[src/hdl/ssi_pkg.sv]
// Purpose: Shared constants for the status indicator block.
// Assumes: 100 MHz system clock.
// Notes: Screen codes and error letters used by core and text generator.
package ssi_pkg;
    localparam int CLK_HZ = 100_000_000;
    localparam int BLINK_MS = 250;
    localparam int BLINK_CYC = CLK_HZ / 1000 * BLINK_MS;
    localparam int RECOVER_S = 10;
    localparam int RECOVER_CYC = CLK_HZ * RECOVER_S;
    localparam int FREE_S = 5;
    localparam int FREE_CYC = CLK_HZ * FREE_S;
    localparam int BOOT_STEP_MS = 1000;
    localparam int BOOT_STEP_CYC = CLK_HZ / 1000 * BOOT_STEP_MS;
    localparam int NCHAR = 24;
    localparam logic [2:0] BOOT_LAST = 3'h6;

    typedef enum logic [3:0] {
        SCR_BLANK = 4'h0,
        SCR_TYPE = 4'h1,
        SCR_VERSION = 4'h2,
        SCR_SERIAL = 4'h3,
        SCR_NAME = 4'h4,
        SCR_ADDRESS = 4'h5,
        SCR_WIRELESS = 4'h6,
        SCR_CFG_REQ = 4'h7,
        SCR_LEVEL = 4'h8,
        SCR_AWAIT = 4'h9,
        SCR_DOWNLOAD = 4'ha,
        SCR_PING = 4'hb,
        SCR_ERROR = 4'hc,
        SCR_FIELDS = 4'hd
    } ssi_screen_t;

    typedef enum logic [2:0] {
        ERR_FAIL = 3'h0,
        ERR_EXTERNAL = 3'h1,
        ERR_USAGE = 3'h2,
        ERR_INFO = 3'h3,
        ERR_PARAM = 3'h4
    } ssi_err_cat_t;
endpackage

[src/hdl/ssi_core.sv]
// Purpose: Status LEDs and text display sequencing for two functions.
// Assumes: All status inputs come from logic on sys_clk_i.
// Notes: Text is scanned one position per cycle over 24 positions.
// Summary of operation
// - Six LEDs: 1..3 for function A, 4..6 for function B.
// - LEDs 1,6: dark unpowered, red off, red blink error, green on.
// - LEDs 2,5: off free/enabled, blink field occupied, on blocked.
// - LEDs 3,4: lit while the warning field is interrupted.
// - Normal operation shows the monitored field pair.
// - Unconfigured boot cycles identity screens, then shows level.
// - Download shows awaiting, then downloading while data moves.
// - Level screen shows signed whole degrees labelled H and V.
// - Ping shows a ping message followed by the device name.
// - Errors show category letter F E U I P then a number.
// - Non-locking errors recover after 10 s without restart.
// - Blocking errors stay latched until power is cycled.
// - Field free about 5 s returns to normal display unless a blocking error is latched.
// - Display can be blanked or rotated by 180 degrees.
`timescale 1ns/100ps
module ssi_core #(
    parameter int BLINK_CYC = ssi_pkg::BLINK_CYC,
    parameter int RECOVER_CYC = ssi_pkg::RECOVER_CYC,
    parameter int FREE_CYC = ssi_pkg::FREE_CYC,
    parameter int BOOT_STEP_CYC = ssi_pkg::BOOT_STEP_CYC
) (
    input wire logic sys_clk_i,
    input wire logic reset_n_i,
    input wire logic [1:0] output_on_i,
    input wire logic [1:0] interlock_en_i,
    input wire logic [1:0] interlock_blocked_i,
    input wire logic [1:0] field_occupied_i,
    input wire logic [1:0] warn_interrupted_i,
    input wire logic configured_i,
    input wire logic booting_i,
    input wire logic dl_await_i,
    input wire logic dl_active_i,
    input wire logic ping_i,
    input wire logic err_event_i,
    input wire logic err_blocking_i,
    input wire logic [2:0] err_cat_i,
    input wire logic [11:0] err_code_i,
    input wire logic [7:0] field_pair_i,
    input wire logic [7:0] tilt_h_i,
    input wire logic [7:0] tilt_v_i,
    input wire logic [7:0] ident_char_i,
    input wire logic disp_off_i,
    input wire logic disp_rot_i,
    output logic [5:0] led_red_o,
    output logic [5:0] led_on_o,
    output logic recover_o,
    output logic error_o,
    output logic [3:0] screen_o,
    output logic [4:0] char_pos_o,
    output logic [7:0] char_o,
    output logic rotate_o
);
    logic [31:0] blink_cnt;
    logic blink;
    logic [31:0] rec_cnt;
    logic [31:0] free_cnt;
    logic [31:0] boot_cnt;
    logic [2:0] boot_idx;
    logic err_active;
    logic err_lock;
    logic [2:0] err_cat;
    logic [11:0] err_code;
    logic ping_hold;
    logic [4:0] scan;
    logic [3:0] next_screen;
    logic [3:0] screen;
    logic [7:0] text_char;
    logic [4:0] text_pos;
    logic [7:0] ping_char;
    logic [5:0] next_led_on;
    logic [5:0] next_led_red;
    logic all_free;
    logic rec_done;
    logic free_done;

    // Blink divider, fixed half period
    always_ff @(posedge sys_clk_i or negedge reset_n_i) begin
        if (!reset_n_i) begin
            blink_cnt <= '0;
            blink <= 1'b0;
        end else if (blink_cnt == 32'(BLINK_CYC - 1)) begin
            blink_cnt <= '0;
            blink <= ~blink;
        end else begin
            blink_cnt <= blink_cnt + 32'h1;
        end
    end

    assign all_free = ~|field_occupied_i;
    assign rec_done = (rec_cnt == 32'(RECOVER_CYC - 1));
    assign free_done = (free_cnt == 32'(FREE_CYC - 1));

    // Error latch; a blocking error only leaves through reset
    always_ff @(posedge sys_clk_i or negedge reset_n_i) begin
        if (!reset_n_i) begin
            err_active <= 1'b0;
            err_lock <= 1'b0;
            err_cat <= 3'h0;
            err_code <= 12'h000;
            rec_cnt <= '0;
        end else if (err_event_i) begin
            err_active <= 1'b1; // New error wins over recovery
            err_lock <= err_lock | err_blocking_i;
            err_cat <= err_cat_i;
            err_code <= err_code_i;
            rec_cnt <= '0;
        end else if (err_active && !err_lock) begin
            if (rec_done) begin
                err_active <= 1'b0;
                rec_cnt <= '0;
            end else begin
                rec_cnt <= rec_cnt + 32'h1;
            end
        end
    end

    // Recovery pulse; outputs stay off, restart still needs the interlock
    always_ff @(posedge sys_clk_i or negedge reset_n_i) begin
        if (!reset_n_i) begin
            recover_o <= 1'b0;
            error_o <= 1'b0;
        end else begin
            recover_o <= err_active && !err_lock && rec_done
                         && !err_event_i;
            error_o <= err_active;
        end
    end

    // Field-free timer for falling back to normal display
    always_ff @(posedge sys_clk_i or negedge reset_n_i) begin
        if (!reset_n_i) begin
            free_cnt <= '0;
        end else if (!all_free || err_event_i || ping_i) begin
            free_cnt <= '0;
        end else if (!free_done) begin
            free_cnt <= free_cnt + 32'h1;
        end
    end

    // Ping message held until the field-free timeout
    always_ff @(posedge sys_clk_i or negedge reset_n_i) begin
        if (!reset_n_i) begin
            ping_hold <= 1'b0;
        end else if (ping_i) begin
            ping_hold <= 1'b1; // Set wins over clear
        end else if (free_done) begin
            ping_hold <= 1'b0;
        end
    end

    // Boot screen stepper over seven identity screens
    always_ff @(posedge sys_clk_i or negedge reset_n_i) begin
        if (!reset_n_i) begin
            boot_cnt <= '0;
            boot_idx <= 3'h0;
        end else if (!booting_i) begin
            boot_cnt <= '0;
            boot_idx <= 3'h0;
        end else if (boot_cnt == 32'(BOOT_STEP_CYC - 1)) begin
            boot_cnt <= '0;
            boot_idx <= (boot_idx == ssi_pkg::BOOT_LAST) ? 3'h0
                        : boot_idx + 3'h1;
        end else begin
            boot_cnt <= boot_cnt + 32'h1;
        end
    end

    // Screen priority: blank, download, ping, error, boot, level, fields
    assign next_screen =
        disp_off_i ? ssi_pkg::SCR_BLANK :
        dl_await_i ? ssi_pkg::SCR_AWAIT :
        dl_active_i ? ssi_pkg::SCR_DOWNLOAD :
        ping_hold ? ssi_pkg::SCR_PING :
        (err_active && (err_lock || !free_done)) ? ssi_pkg::SCR_ERROR :
        booting_i ? 4'(4'h1 + {1'b0, boot_idx}) :
        !configured_i ? ssi_pkg::SCR_LEVEL :
        ssi_pkg::SCR_FIELDS;

    // Rotation mirrors the scan order so glyphs land reversed
    assign text_pos = disp_rot_i ? 5'(5'd23 - scan) : scan;
    // Ping screen: marker, then device name from identity source
    assign ping_char = (text_pos == 5'd0) ? 8'h50 : ident_char_i;

    ssi_text u_text (
        .screen_i(screen),
        .pos_i(text_pos),
        .field_pair_i(field_pair_i),
        .tilt_h_i(tilt_h_i),
        .tilt_v_i(tilt_v_i),
        .err_cat_i(err_cat),
        .err_code_i(err_code),
        .ident_char_i(ident_char_i),
        .char_o(text_char)
    );

    // Character scanner, one position per cycle
    always_ff @(posedge sys_clk_i or negedge reset_n_i) begin
        if (!reset_n_i) begin
            scan <= 5'h00;
            screen <= 4'h0;
            screen_o <= 4'h0;
            char_pos_o <= 5'h00;
            char_o <= 8'h20;
            rotate_o <= 1'b0;
        end else begin
            scan <= (scan == 5'(ssi_pkg::NCHAR - 1)) ? 5'h00 : scan + 5'h01;
            screen <= next_screen;
            screen_o <= screen;
            char_pos_o <= scan;
            char_o <= (screen == ssi_pkg::SCR_PING) ? ping_char
                      : text_char;
            rotate_o <= disp_rot_i;
        end
    end

    // LED colours per function; index 0..2 function A, 3..5 function B
    always_comb begin
        next_led_on = 6'h00;
        next_led_red = 6'h00;
        // Output state LEDs 1 and 6
        next_led_on[0] = err_active ? blink : 1'b1;
        next_led_red[0] = err_active || !output_on_i[0];
        next_led_on[5] = err_active ? blink : 1'b1;
        next_led_red[5] = err_active || !output_on_i[1];
        // Interlock LEDs 2 and 5
        next_led_on[1] = interlock_en_i[0] & (field_occupied_i[0] ? blink
                         : interlock_blocked_i[0]);
        next_led_on[4] = interlock_en_i[1] & (field_occupied_i[1] ? blink
                         : interlock_blocked_i[1]);
        // Warning field LEDs 3 and 4
        next_led_on[2] = warn_interrupted_i[0];
        next_led_on[3] = warn_interrupted_i[1];
    end

    // Registered LED drive; all dark in reset, LEDs 1 and 6 also dark in the error blink off phase
    always_ff @(posedge sys_clk_i or negedge reset_n_i) begin
        if (!reset_n_i) begin
            led_on_o <= 6'h00;
            led_red_o <= 6'h00;
        end else begin
            led_on_o <= next_led_on;
            led_red_o <= next_led_red;
        end
    end
endmodule

[src/hdl/ssi_text.sv]
// Purpose: Character generator for one 24-position text screen.
// Assumes: Screen code and data fields stable while read.
// Notes: Combinational; the core registers the result.
`timescale 1ns/100ps
module ssi_text (
    input wire logic [3:0] screen_i,
    input wire logic [4:0] pos_i,
    input wire logic [7:0] field_pair_i,
    input wire logic [7:0] tilt_h_i,
    input wire logic [7:0] tilt_v_i,
    input wire logic [2:0] err_cat_i,
    input wire logic [11:0] err_code_i,
    input wire logic [7:0] ident_char_i,
    output logic [7:0] char_o
);
    // Hex digit to ASCII, used for several numeric fields
    function automatic logic [7:0] hex_ch(input logic [3:0] d);
        return (d < 4'ha) ? (8'h30 + {4'h0, d}) : (8'h37 + {4'h0, d});
    endfunction

    // Sign character for a two's complement tilt
    function automatic logic [7:0] sgn_ch(input logic [7:0] v);
        return v[7] ? 8'h2d : 8'h2b;
    endfunction

    // Magnitude tens/units digit of a signed degree value
    function automatic logic [7:0] deg_dig(input logic [7:0] v,
                                           input logic tens);
        logic [7:0] m;
        m = v[7] ? (8'h00 - v) : v;
        return tens ? (8'h30 + (m / 8'h0a)) : (8'h30 + (m % 8'h0a));
    endfunction

    logic [7:0] letter;
    // Error category letter F E U I P
    assign letter = (err_cat_i == 3'h0) ? 8'h46 :
                    (err_cat_i == 3'h1) ? 8'h45 :
                    (err_cat_i == 3'h2) ? 8'h55 :
                    (err_cat_i == 3'h3) ? 8'h49 : 8'h50;

    // Screen text selection by position
    always_comb begin
        char_o = 8'h20;
        case (screen_i)
            4'h8: begin // Level screen H sdd V sdd
                case (pos_i)
                    5'd0: char_o = 8'h48;
                    5'd1: char_o = sgn_ch(tilt_h_i);
                    5'd2: char_o = deg_dig(tilt_h_i, 1'b1);
                    5'd3: char_o = deg_dig(tilt_h_i, 1'b0);
                    5'd5: char_o = 8'h56;
                    5'd6: char_o = sgn_ch(tilt_v_i);
                    5'd7: char_o = deg_dig(tilt_v_i, 1'b1);
                    5'd8: char_o = deg_dig(tilt_v_i, 1'b0);
                    default: char_o = 8'h20;
                endcase
            end
            4'hc: begin // Letter then number code
                case (pos_i)
                    5'd0: char_o = letter;
                    5'd1: char_o = hex_ch(err_code_i[11:8]);
                    5'd2: char_o = hex_ch(err_code_i[7:4]);
                    5'd3: char_o = hex_ch(err_code_i[3:0]);
                    default: char_o = 8'h20;
                endcase
            end
            4'hd: begin // Active field pair
                case (pos_i)
                    5'd0: char_o = hex_ch(field_pair_i[7:4]);
                    5'd1: char_o = 8'h2e;
                    5'd2: char_o = hex_ch(field_pair_i[3:0]);
                    default: char_o = 8'h20;
                endcase
            end
            4'h0: char_o = 8'h20;
            default: char_o = ident_char_i; // Identity text from outside
        endcase
    end
endmodule

[config.mk]
export PLATFORM = sky130hd
export DESIGN_NAME = ssi_core
export DESIGN_NICKNAME = d
export VERILOG_FILES = /design/src/hdl/ssi_pkg.sv /design/src/hdl/ssi_core.sv /design/src/hdl/ssi_text.sv
export SDC_FILE = /design/constraint.sdc
export NUM_CORES = 1
export LEC_CHECK = 0
export ABC_AREA = 0
export ABC_CLOCK_PERIOD_IN_PS = 4000
export BUFFER_PORTS_ARGS = -buffer_cell sky130_fd_sc_hd__buf_2
export CAP_MARGIN = 30
export CORE_MARGIN = 2
export CORE_UTILIZATION = 40
export CTS_CLUSTER_DIAMETER = 150
export DETAILED_ROUTE_END_ITERATION = 12
export GPL_TIMING_DRIVEN = 1
export SLEW_MARGIN = 20
export SYNTH_ARGS = -nofsm -noshare
export SYNTH_HDL_FRONTEND = slang
export SYNTH_SLANG_ARGS = --single-unit
[constraint.sdc]
create_clock -name sys_clk_i -period 4 [get_ports sys_clk_i]
set_input_delay 0.2 -clock sys_clk_i [delete_from_list [all_inputs] [get_ports sys_clk_i]]
set_output_delay 0.2 -clock sys_clk_i [all_outputs]
set_load 0.01 [all_outputs]
# Yosys cells after proc, flatten, opt, wreduce, memory -nomap -nowiden
# Index checks and enable logic that the tools add are counted.
# op_classes
n_eq_ne,22
add_sub_neg,24
n_reduce_logical,22
n_mux,47
n_div,4
n_lt_le_gt_ge,5
n_bitwise,4
# op_table
operator,n
$mux 32,8
$add 32x1->32 const B,4
$mux 8,12
$add 6x4->7 const A,10
$pmux 8 s4,2
$pmux 8 s8,1
$add 6x8->8 const A,4
$eq 32x25->1 const B,1
$eq 32x27->1 const B,1
$eq 32x29->1 const B,1
$eq 32x30->1 const B,1
$mux 4,6
$pmux 8 s3,1
$lt 4x4->1 const B,5
$mux 3,6
$div 8x4->8 const B,2
$eq 4x4->1 const B,4
$mod 8x4->8 const B,2
$sub 1x8->8 const A,2
$eq 5x3->1 const B,3
$mux 5,3
$eq 5x2->1 const B,2
$mux 1,8
$eq 3x2->1 const B,2
other kinds (22),37
# word_totals
inputBits,68
register_bits,187
output_inout_bits,32

# Depth between registers and ports, before layout
# Gate-level depths: netlist of run 1.
# depth
word_depth,9
depth_mapped,28
depth_no_buf,26

# Hierarchy
# From an unflattened synthesis of run 1, not the netlist that was laid out.
# hier_totals
cells_unflattened,1353
area_unflattened_um2,11970.2
# by_module_without_submodules
mod,n_inst,area_per_inst_um2,cells_per_inst
ssi_core,1,8702.1,843
ssi_text,1,3268.1,510

# Least setup slack after synthesis of run 1
# OpenSTA, ideal clock, no wires.
# synth_timing
kind,input -> register
start,in tilt_h_i[0]
end,reg char_o[6]
path_buffers,3
setup_time_ns,0.086
cell_stages,28
arrival_time_ns,5.257
path_slack_ns,-1.343
cell_sequence,clkbuf_1 > inv_1 > ha_1 > or3b_1 > buf_6 > o311a_4 > or2_0 > buf_6 > inv_2 > ha_1 > o311a_4 > nand2b_1 > ha_1 > nand3_1 > nand2_1 > nor3_1 > a21oi_1 > o31ai_4 > ha_1 > nor2b_1 > o21ai_0 > xor2_1 > o22a_1 > ha_1 > nor2_1 > nand2_1 > mux2_1 > a32oi_1
# synth_via
elab_chain_len,7
elab_cells_between_ends,9
# synth_rtl
element,line,rtl
start: declaration,ssi_core.sv:43,"input wire logic [7:0] tilt_h_i,"
$sub 1x8->8,ssi_text.sv:30,m = v[7] ? (8'h00 - v) : v;
$mux 8 *,ssi_text.sv:30,
$mod 8x4->8 / $div 8x4->8 (equally long branches),--,
$add 6x8->8 (on tied branches),--,
$pmux 8 s8 *,ssi_text.sv:46,case (pos_i)
$pmux 8 s4 *,ssi_text.sv:44,case (screen_i)
$mux 8 *,ssi_core.sv:214,char_o <= (screen == ssi_pkg::SCR_PING) ? ping_char
end signal: assignment,ssi_core.sv:214,
end: declaration,ssi_core.sv:54,"output logic [7:0] char_o,"
# Mark *: on every way between the ends. The rest lies on a longest branch, timed or not.
# A chain may end at the register's enable or synchronous reset.

# Worst setup path after layout of run 1
# Ends and elaborated chain as after synthesis.

==> impl_metrics.json, run 1 <==
{
  "status": "finished, violations left",
  "violations": "setup timing",
  "p_sw_uw": 1320,
  "layout_common_cells": "dfrtp_1 (185), nor2_1 (160), buf_4 (147), nand2_1 (109), buf_2 (92)",
  "worstSetupPathType": "input pin to flop",
  "cts_buffers": 17,
  "crit_start": "tilt_h_i[0]",
  "rsz0062_at_grt": "yes",
  "synthFlopType": "dfrtp_1",
  "synth_edf_count": 0,
  "fillerInstances": 2793,
  "rows": 62,
  "fin_crit_ns": 4.12,
  "drt_iter0_markers": 718,
  "grt_util_all_layers_pct": 19.9,
  "grt_pass1_wl_um": 49700,
  "r2r_start": "scan[3]",
  "critPathRequiredTime_ns": 4.35,
  "slowest_stage": "or3b_4",
  "p_comb_share_pct": 20.4,
  "wirelength_um": 30100,
  "p_leak_uw": 0.00635,
  "antenna_cells": 0,
  "vias": 10493,
  "root_buffer": "clkbuf_16",
  "fin_nets": 1651,
  "grt_pass1_vias": 10009,
  "path_buf_inv": 3,
  "finalClockSkew_ns": 0.0143,
  "power_density_mw_per_mm2": 314,
  "clk_path_buf_depth": 2,
  "io_pins": 100,
  "antenna_found_initial": 0,
  "worstPathArrival_ns": 4.47,
  "cts_tree": "built",
  "final_common_cell": "dfrtp_1",
  "synth.distinct_cells": 95,
  "p_int_uw": 3180,
  "cp_top_family": "compound AO/OA/AOI/OAI gates",
  "p_seq_share_pct": 43.0,
  "final_layout_size_suffix_gt1_share_pct": 21.7,
  "fin_ws_ns": -0.121,
  "hold_viol": 0,
  "gr-total-overflow": 0,
  "design_area_mm2": 0.0143,
  "dp_hpwl_um": 22500,
  "switching_share_pct": 29.4,
  "worst_pin_slew_ns": 0.715,
  "place_inst": 1899,
  "clkLatencyLatePin_ns": 0.44,
  "start_kind": "input pin",
  "clk_pin_slew_ns": 0.07,
  "synth_cells": 1329,
  "path_max_fanout": 4,
  "coreArea_mm2": 0.0286,
  "drt_pass1_iterations": 5,
  "io_buffers": 95,
  "ys_seq_elements": 186,
  "max_freq_ghz": 0.243,
  "drc_errors": 0,
  "crit_path_end_kind": "flop",
  "ant_nets": 0,
  "vdd_drop_max_mv": 0.242,
  "via_per_inst": 5.37,
  "post-route-period-util_pct": 103,
  "pwr-share-clk_pct": 36.6,
  "placed_cell_area_mm2": 0.0135,
  "finalMaxSlewViolations": 0,
  "area_growth_pct": 23.8,
  "finalSetupTns_ns": -0.173,
  "ys_warn_count": 0,
  "dieArea_mm2": 0.0304,
  "start_util_pct": 40.5,
  "drv_cap": 0,
  "die_y_um": 174,
  "min_path_type": "input pin to flop",
  "pre_cts_ws_ns": -0.711,
  "grt_max_degree": 94,
  "fin_cells": 1954,
  "gp_congestion": 0.905,
  "htreeDepth": 4,
  "dieWidth_um": 174,
  "path_common_cell": "ha_4",
  "hold_start": "err_code_i[2]",
  "avgSynthCellArea_um2": 8.72,
  "finalPower_uw": 4500,
  "cts.sinks": 186,
  "avgRoutedWirePerCell_um": 15.4,
  "netlist_area_mm2": 0.0116,
  "cp_slowest_stage_delay_ns": 0.38,
  "setup_viol": 2,
  "relSlewSlack_pct": 51.8,
  "synthArstFlopShare_pct": 100,
  "seq_area_frac_synth_pct": 40.2
}
-- stage by stage --
| step | hold slack, ns | utilization [%] |
|---|---|---|
| floorplan | -0.0956 | - |
| global placement | 0.225 | 47.1 |
| detailed placement | 0.225 | 47.1 |
| CTS | 0.00427 | 49.8 |
| global route | 0.0181 | 50.1 |
| finish | 0.0151 | 50.1 |
-- power by group through the flow --
stage                     combinational [uW]  sequential, uW  clock [uW]
after global placement                   873            1970           0
final                                    916            1930        1650
after floorplan                          470            1970           0
after CTS                                901            1930        1690
after detailed placement                 874            1970           0
after global routing                    1000            1940        1770
-- final timing paths --
kind / endpoint / slack [ns] / cells past startpoint
worst min register to register: screen_o[3] / 0.45 / 0
worst min-delay path: err_code[2] / 0.02 / 3
min in group asynchronous: blink_cnt[7] / 0.31 / 2
worst max register to register: char_o[3] / 0.54 / 13
worst max-delay path: char_o[6] / -0.12 / 26
max in group asynchronous: char_o[5] / 2.80 / 3
-- metal layers --
metal | GRT usage [%] | up-vias | part of all wire, %
li1 | - | 5185 | -
met1 | 27.8 | 5050 | 47
met2 | 32.3 | 217 | 47
met3 | 2.87 | 41 | 3.6
met4 | 5.32 | 0 | 1.8
met5 | 0 | - | 0
-- cells in the mapped netlist (4+ instances only) --
master / n / share of area [%]
and3_1: 32 / 1.7
nand2b_1: 21 / 1.1
a21oi_1: 56 / 2.4
nor2_1: 162 / 5.2
nand3_1: 81 / 3.5
or3_1: 15 / 0.81
buf_4: 5 / 0.32
o21bai_1: 4 / 0.26
a21o_1: 6 / 0.39
mux2i_1: 12 / 1.0
a222oi_1: 4 / 0.35
o221ai_1: 5 / 0.38
o31ai_1: 14 / 0.91
nor4_1: 21 / 1.1
ha_1: 26 / 2.8
and2_1: 10 / 0.54
a22oi_1: 5 / 0.32
o21ai_0: 74 / 3.2
o22ai_1: 12 / 0.65
a31oi_1: 15 / 0.81
nand2_1: 110 / 3.6
o21ai_1: 5 / 0.22
xnor2_1: 57 / 4.3
mux2_2: 8 / 0.78
nand4_1: 26 / 1.4
xor2_1: 70 / 5.3
dfrtp_1: 185 / 40
o21a_1: 9 / 0.58
inv_1: 60 / 1.9
clkbuf_1: 35 / 1.1
nor3b_1: 4 / 0.26
and4_1: 7 / 0.53
buf_1: 6 / 0.19
a211oi_1: 7 / 0.45
nor4b_1: 4 / 0.30
or2_2: 5 / 0.27
or3b_2: 4 / 0.30
o211ai_1: 10 / 0.65
nor3_1: 34 / 1.5
nor2b_1: 19 / 1.0
-- flip-flops by register name (all words and copies together) (netlist names), 8 cells and up --
signal,cells
blink_cnt,32
char_o,8
boot_cnt,32
free_cnt,32
rec_cnt,32
err_code,12
-- worst register-to-register path, stage by stage, from the launching register on --
cell and delay (ns):
dfrtp_1 0.58, inv_1 0.18, ha_1 0.31, nor2b_1 0.06, a21oi_1 0.38, nor2_1 0.10, buf_4 0.18, nand2_1 0.25
nor3_1 0.08, a21oi_1 0.12, a2bb2oi_1 0.57, a222oi_1 0.27, o31ai_1 0.14, buf_4 0.18
-- what timing repair did --
action / CTS / global route
endpoints found under the hold margin: 74 / 0
setup buffers: 5 / 4
gates resized for setup: 9 / 12
endpoints found under the setup margin: 2 / 5
hold buffers: 13 / 0
pin swaps: 12 / 10
-- layout make-up --
class / instances / area (um^2) / share of cell area [%]
multi-input cells: 1033 / 6620 / 46.1
clock inverters: 14 / 151 / 1.06
repair buffers: 257 / 1770 / 12.3
well taps: 384 / 480 / 3.35
inverters: 62 / 245 / 1.71
clock buffers: 18 / 429 / 2.99
flip-flops and latches: 186 / 4660 / 32.5
-- logic make-up (layout without fill, tap and decap cells) --
group,Yosys count,after routing,share of synthesized area [%]
simple gates,576,576,25.0
compound gates,277,277,16.3
flops,186,186,40.2
xor+xnor,128,128,9.74
buf+inv,113,351,3.98
fa+ha+maj,26,26,2.81
mux,22,22,2.01
other cells,1,4,0.0324
Power figures use the tool's default switching activity.
==> run 2: changes to the inputs <==
--- a/config.mk
+++ b/config.mk
@@ -14,6 +14,7 @@
 export CTS_CLUSTER_DIAMETER = 150
 export DETAILED_ROUTE_END_ITERATION = 12
 export GPL_TIMING_DRIVEN = 1
+export PLACE_DENSITY = 0.59
 export SLEW_MARGIN = 20
 export SYNTH_ARGS = -nofsm -noshare
 export SYNTH_HDL_FRONTEND = slang
==> run 2 against run 1 <==
- largest power group unchanged
- clock-buffer cell count is 2 higher
- the run still ends with setup timing left
- combinational power is 0.4% lower
- final area hardly changed
- hold slack better by 0.0052 ns
- clock power is 5% higher
- first-iteration DRC count is 14% higher
- critical path type unchanged
==> impl_metrics.json, run 2 (same netlist as run 1, synthesis figures left out) <==
{
  "status": "finished, violations left",
  "violations": "setup timing",
  "fillerInstances": 2709,
  "grt_util_all_layers_pct": 19.9,
  "slowest_stage": "or3b_4",
  "cp_slowest_stage_delay_ns": 0.38,
  "io_buffers": 95,
  "power_density_mw_per_mm2": 319,
  "dp_hpwl_um": 22100,
  "start_util_pct": 40.5,
  "p_leak_uw": 0.00631,
  "ant_nets": 0,
  "die_y_um": 174,
  "fin_crit_ns": 4.06,
  "rows": 62,
  "relSlewSlack_pct": 47.8,
  "min_path_type": "input pin to flop",
  "pre_cts_ws_ns": -0.645,
  "layout_common_cells": "dfrtp_1 (185), nor2_1 (160), buf_4 (133), nand2_1 (109), buf_2 (92)",
  "area_growth_pct": 23.9,
  "design_area_mm2": 0.0144,
  "via_per_inst": 5.41,
  "gr-total-overflow": 0,
  "gp_congestion": 0.913,
  "antenna_cells": 0,
  "critPathRequiredTime_ns": 4.35,
  "cts_buffers": 17,
  "final_common_cell": "dfrtp_1",
  "avgRoutedWirePerCell_um": 15.3,
  "utilization_pct": 50.2,
  "worstSetupPathType": "input pin to flop",
  "cts_tree": "built",
  "regArea_mm2": 0.00466,
  "worst_pin_slew_ns": 0.777,
  "setup_viol": 1,
  "placed_cell_area_mm2": 0.0134,
  "clkLatencyLatePin_ns": 0.43,
  "max_freq_ghz": 0.246,
  "wirelength_um": 29800,
  "hold_slack_ns": 0.0204,
  "cp.depth": 25,
  "post-route-period-util_pct": 102,
  "cp_top_family": "compound AO/OA/AOI/OAI gates",
  "start_kind": "input pin",
  "path_buf_inv": 3,
  "grt_pass1_vias": 10179,
  "htreeDepth": 4,
  "io_pins": 100,
  "dieArea_mm2": 0.0304,
  "vdd_drop_max_mv": 0.276,
  "reg2regPathDepth": 13,
  "clk_pin_slew_ns": 0.07,
  "vias": 10512,
  "drc_errors": 0,
  "finalClockSkew_ns": 0.0109,
  "final_layout_size_suffix_gt1_share_pct": 21.0,
  "cts.sinks": 186,
  "clk_path_buf_depth": 2,
  "path_common_cell": "ha_4",
  "fin_nets": 1641,
  "path_max_fanout": 4,
  "rsz0062_at_grt": "yes",
  "finalSetupTns_ns": -0.0639,
  "root_buffer": "clkbuf_16",
  "whs_path_depth": 3,
  "worstPathArrival_ns": 4.41,
  "finalMaxSlewViolations": 0,
  "grt_max_degree": 79,
  "crit_path_end_kind": "flop",
  "coreArea_mm2": 0.0286,
  "multiInputGateArea_mm2": 0.00665,
  "drv_cap": 0,
  "drt_pass1_iterations": 5,
  "fin_ws_ns": -0.0639,
  "hold_viol": 0,
  "grt_pass1_wl_um": 49900,
  "drt_iter0_markers": 815,
  "dieWidth_um": 174,
  "antenna_found_initial": 0
}
## run 2: cell types whose count changed in the layout (fill, tap and decap cells not counted), moves of 2 or more
| cell | delta |
|---|---|
| buf_4 | -14 |
| clkinvlp_4 | +3 |
| inv_6 | -3 |
| buf_6 | +2 |
| bufinv_16 | +2 |
| clkinv_8 | -2 |
| dlygate4sd3_1 | +2 |
## run 2: worst paths after layout
kind	from	to	slack (ns)
hold reg to reg	screen[3]	screen_o[3]	0.44
hold / removal	err_code_i[2]	err_code[2]	0.02
setup reg to reg	scan[3]	char_o[3]	0.50
setup / recovery	tilt_h_i[1]	char_o[6]	-0.06
max in group asynchronous	reset_n_i	err_code[1]	2.67
min in group asynchronous	reset_n_i	blink_cnt[10]	0.26
## run 2: metal layers
metal / share of wire (%) / up-vias / track usage (%) / wire, um
met4: 1.4 / 0 / 5.01 / 412
met1: 47 / 5096 / 27.2 / 14000
met3: 3.4 / 36 / 2.67 / 1030
met2: 48 / 214 / 33.4 / 14300
met5: 0 / - / 0 / 0
li1: - / 5166 / - / -
## run 2: power by group
group / switching (uW) / internal, uW / total (uW)
sequential: 23.4 / 1910 / 1930
combinational: 485 / 427 / 912
clock: 781 / 961 / 1740
## run 2: per-stage QoR
step	instances	total power, uW
4_1_cts	1940	4610
6_report	1944	4590
3_5_place_dp	1889	2830
5_1_grt	1944	4790
2_1_floorplan	1332	2440
3_3_place_gp	1887	2820
## run 2: final cells by class
type	instances	area share [%]
Clock buffer	20	3.11
Clock inverter	12	1.11
Sequential cell	186	32.4
Multi-Input combinational cell	1033	46.3
Timing Repair Buffer	247	12.0
Tap cell	384	3.35
Inverter	62	1.71
## run 2: worst register-to-register path, cell delays in order, from the launching register on
cell       delay [ns]
dfrtp_1          0.57
inv_1            0.17
ha_1             0.32
nor2b_1          0.18
a21oi_1          0.18
nor2_1           0.31
nand2_1          0.28
nor3_1           0.21
a21oi_1          0.07
a2bb2oi_1        0.14
buf_4            0.17
a222oi_1         0.46
o31ai_1          0.16
buf_4            0.17
## run 2: what timing repair did
action | CTS | global route
setup buffers | 4 | 3
resized for setup | 14 | 13
pin swaps | 18 | 8
hold buffers | 15 | 0
hold endpoints to repair | 58 | 0
endpoints found under the setup margin | 2 | 2
==> run 3: changes to the inputs <==
--- a/config.mk
+++ b/config.mk
@@ -9,12 +9,15 @@
 export ABC_CLOCK_PERIOD_IN_PS = 4000
 export BUFFER_PORTS_ARGS = -buffer_cell sky130_fd_sc_hd__buf_2
 export CAP_MARGIN = 30
+export CELL_PAD_IN_SITES_DETAIL_PLACEMENT = 1
+export CELL_PAD_IN_SITES_GLOBAL_PLACEMENT = 2
+export CORE_ASPECT_RATIO = 1.1
 export CORE_MARGIN = 2
-export CORE_UTILIZATION = 40
+export CORE_UTILIZATION = 37
 export CTS_CLUSTER_DIAMETER = 150
 export DETAILED_ROUTE_END_ITERATION = 12
 export GPL_TIMING_DRIVEN = 1
-export PLACE_DENSITY = 0.59
+export PLACE_DENSITY = 0.82
 export SLEW_MARGIN = 20
 export SYNTH_ARGS = -nofsm -noshare
 export SYNTH_HDL_FRONTEND = slang
==> run 3 against run 2 <==
- the flow still finishes with violations (setup timing)
- final area is 1.6% higher
- flip-flop and latch count stayed put
- die area is 7.9% higher
- clock skew is 0.00077 ns higher
- wire length is 18% higher
- global-route usage is 2.0 points higher
- clock-buffer cell count is 2 lower
==> impl_metrics.json, run 3 (same netlist as run 1, synthesis figures left out) <==
{
  "design_area_mm2": 0.0146,
  "crit_path_end_kind": "flop",
  "path_common_cell": "ha_4",
  "cp_top_family": "compound AO/OA/AOI/OAI gates",
  "gr-total-overflow": 0,
  "gp_congestion": 0.873,
  "start_util_pct": 37.8,
  "violations": "setup timing",
  "hold_slack_ns": 0.0270,
  "final_layout_size_suffix_gt1_share_pct": 22.3,
  "finalMaxSlewViolations": 0,
  "grt_pass1_wl_um": 58800,
  "fin_ws_ns": -0.176,
  "cp_slowest_stage_delay_ns": 0.37,
  "post-route-period-util_pct": 104,
  "fin_nets": 1666,
  "clk_pin_slew_ns": 0.08,
  "worstSetupPathType": "input pin to flop",
  "cts.sinks": 186,
  "root_buffer": "clkbuf_16",
  "setup_viol": 2,
  "drt_pass1_iterations": 5,
  "drt_iter0_markers": 559,
  "min_path_type": "input pin to flop",
  "grt_max_degree": 111,
  "antenna_found_initial": 0,
  "slowest_stage": "or3b_4",
  "worst_pin_slew_ns": 0.892,
  "ant_nets": 0,
  "fin_crit_ns": 4.18,
  "dieArea_mm2": 0.0328,
  "path_max_fanout": 3,
  "drc_errors": 0,
  "finalClockSkew_ns": 0.0117,
  "cts_buffers": 17,
  "utilization_pct": 47.6,
  "power_density_mw_per_mm2": 326,
  "dp_hpwl_um": 26200,
  "wirelength_um": 35100,
  "clk_path_buf_depth": 2,
  "cts_tree": "built",
  "antenna_cells": 0,
  "rsz0062_at_grt": "yes",
  "avgRoutedWirePerCell_um": 17.6,
  "status": "finished, violations left",
  "clkLatencyLatePin_ns": 0.44,
  "final_common_cell": "dfrtp_1",
  "io_pins": 100,
  "relSlewSlack_pct": 40.5,
  "grt_pass1_vias": 11612,
  "finalSetupTns_ns": -0.301,
  "coreArea_mm2": 0.0307,
  "vias": 10838,
  "path_buf_inv": 3,
  "grt_util_all_layers_pct": 21.9,
  "worstPathArrival_ns": 4.54,
  "whs_path_depth": 3,
  "placed_cell_area_mm2": 0.0135,
  "cp.depth": 25,
  "start_kind": "input pin",
  "reg2reg_slack_ns": 0.52,
  "hold_viol": 0,
  "drv_cap": 0,
  "layout_common_cells": "dfrtp_1 (185), nor2_1 (160), buf_4 (155), nand2_1 (109), buf_2 (92)",
  "p_leak_uw": 0.00645,
  "io_buffers": 95,
  "dieWidth_um": 173,
  "die_y_um": 190,
  "critPathRequiredTime_ns": 4.36,
  "vdd_drop_max_mv": 0.230,
  "htreeDepth": 4,
  "via_per_inst": 5.42,
  "rows": 67,
  "area_growth_pct": 25.9,
  "reg2regPathDepth": 13,
  "max_freq_ghz": 0.239
}
## run 3: path summary, 6_finish.rpt
check | start | endpoint
worst max-delay path | tilt_h_i[1] | char_o[6]
worst min register to register | screen[3] | screen_o[3]
max in group asynchronous | reset_n_i | char_o[5]
worst min-delay path | err_code_i[8] | err_code[8]
min in group asynchronous | reset_n_i | boot_cnt[14]
worst max register to register | scan[3] | char_o[6]
## run 3: where the power goes
part | internal (uW) | switching [uW]
clock network | 1050 | 781
registers | 1910 | 25.1
logic | 467 | 522
## run 3: layer usage
layer	routed length (um)	share of wire, %	global-route usage, %	up-vias
met5	0	0	0	-
met4	927	2.6	7.69	0
met3	788	2.2	3.06	63
met2	17600	50	39.1	168
met1	15800	45	27.3	5399
li1	-	-	-	5208
## run 3: per-stage QoR
stage / total power, uW / cells / worst slack [ns]
6_report: 4760 / 1999 / -0.176
3_5_place_dp: 2870 / 1927 / -0.753
3_3_place_gp: 2850 / 1926 / -0.647
2_1_floorplan: 2440 / 1332 / -0.852
4_1_cts: 4790 / 1993 / -0.0869
5_1_grt: 4990 / 1999 / -0.357
## run 3: layout make-up
type | instances | area (um^2)
clock buffer | 18 | 429
clock inverter | 14 | 195
fill | 3703 | 16100
inverter | 62 | 245
multi-input combinational | 1033 | 6640
sequential | 186 | 4660
tap | 414 | 518
timing repair buffer | 272 | 1910
## run 3: timing repair
| item | in CTS | in global routing |
|---|---|---|
| gates resized for setup | 17 | 11 |
| hold buffers | 16 | 0 |
| setup endpoints to repair | 3 | 5 |
| endpoints found under the hold margin | 125 | 0 |
| pin swaps | 16 | 18 |
| buffers inserted | 18 | 7 |
## run 3: worst register-to-register path: cells and delay by family (launching register included)
family          cells  cell delay, ns
simple gates        4            0.85
compound gates      4            0.83
flops               1            0.59
fa+ha+maj           2            0.55
mux                 2            0.39
buf+inv             1            0.20
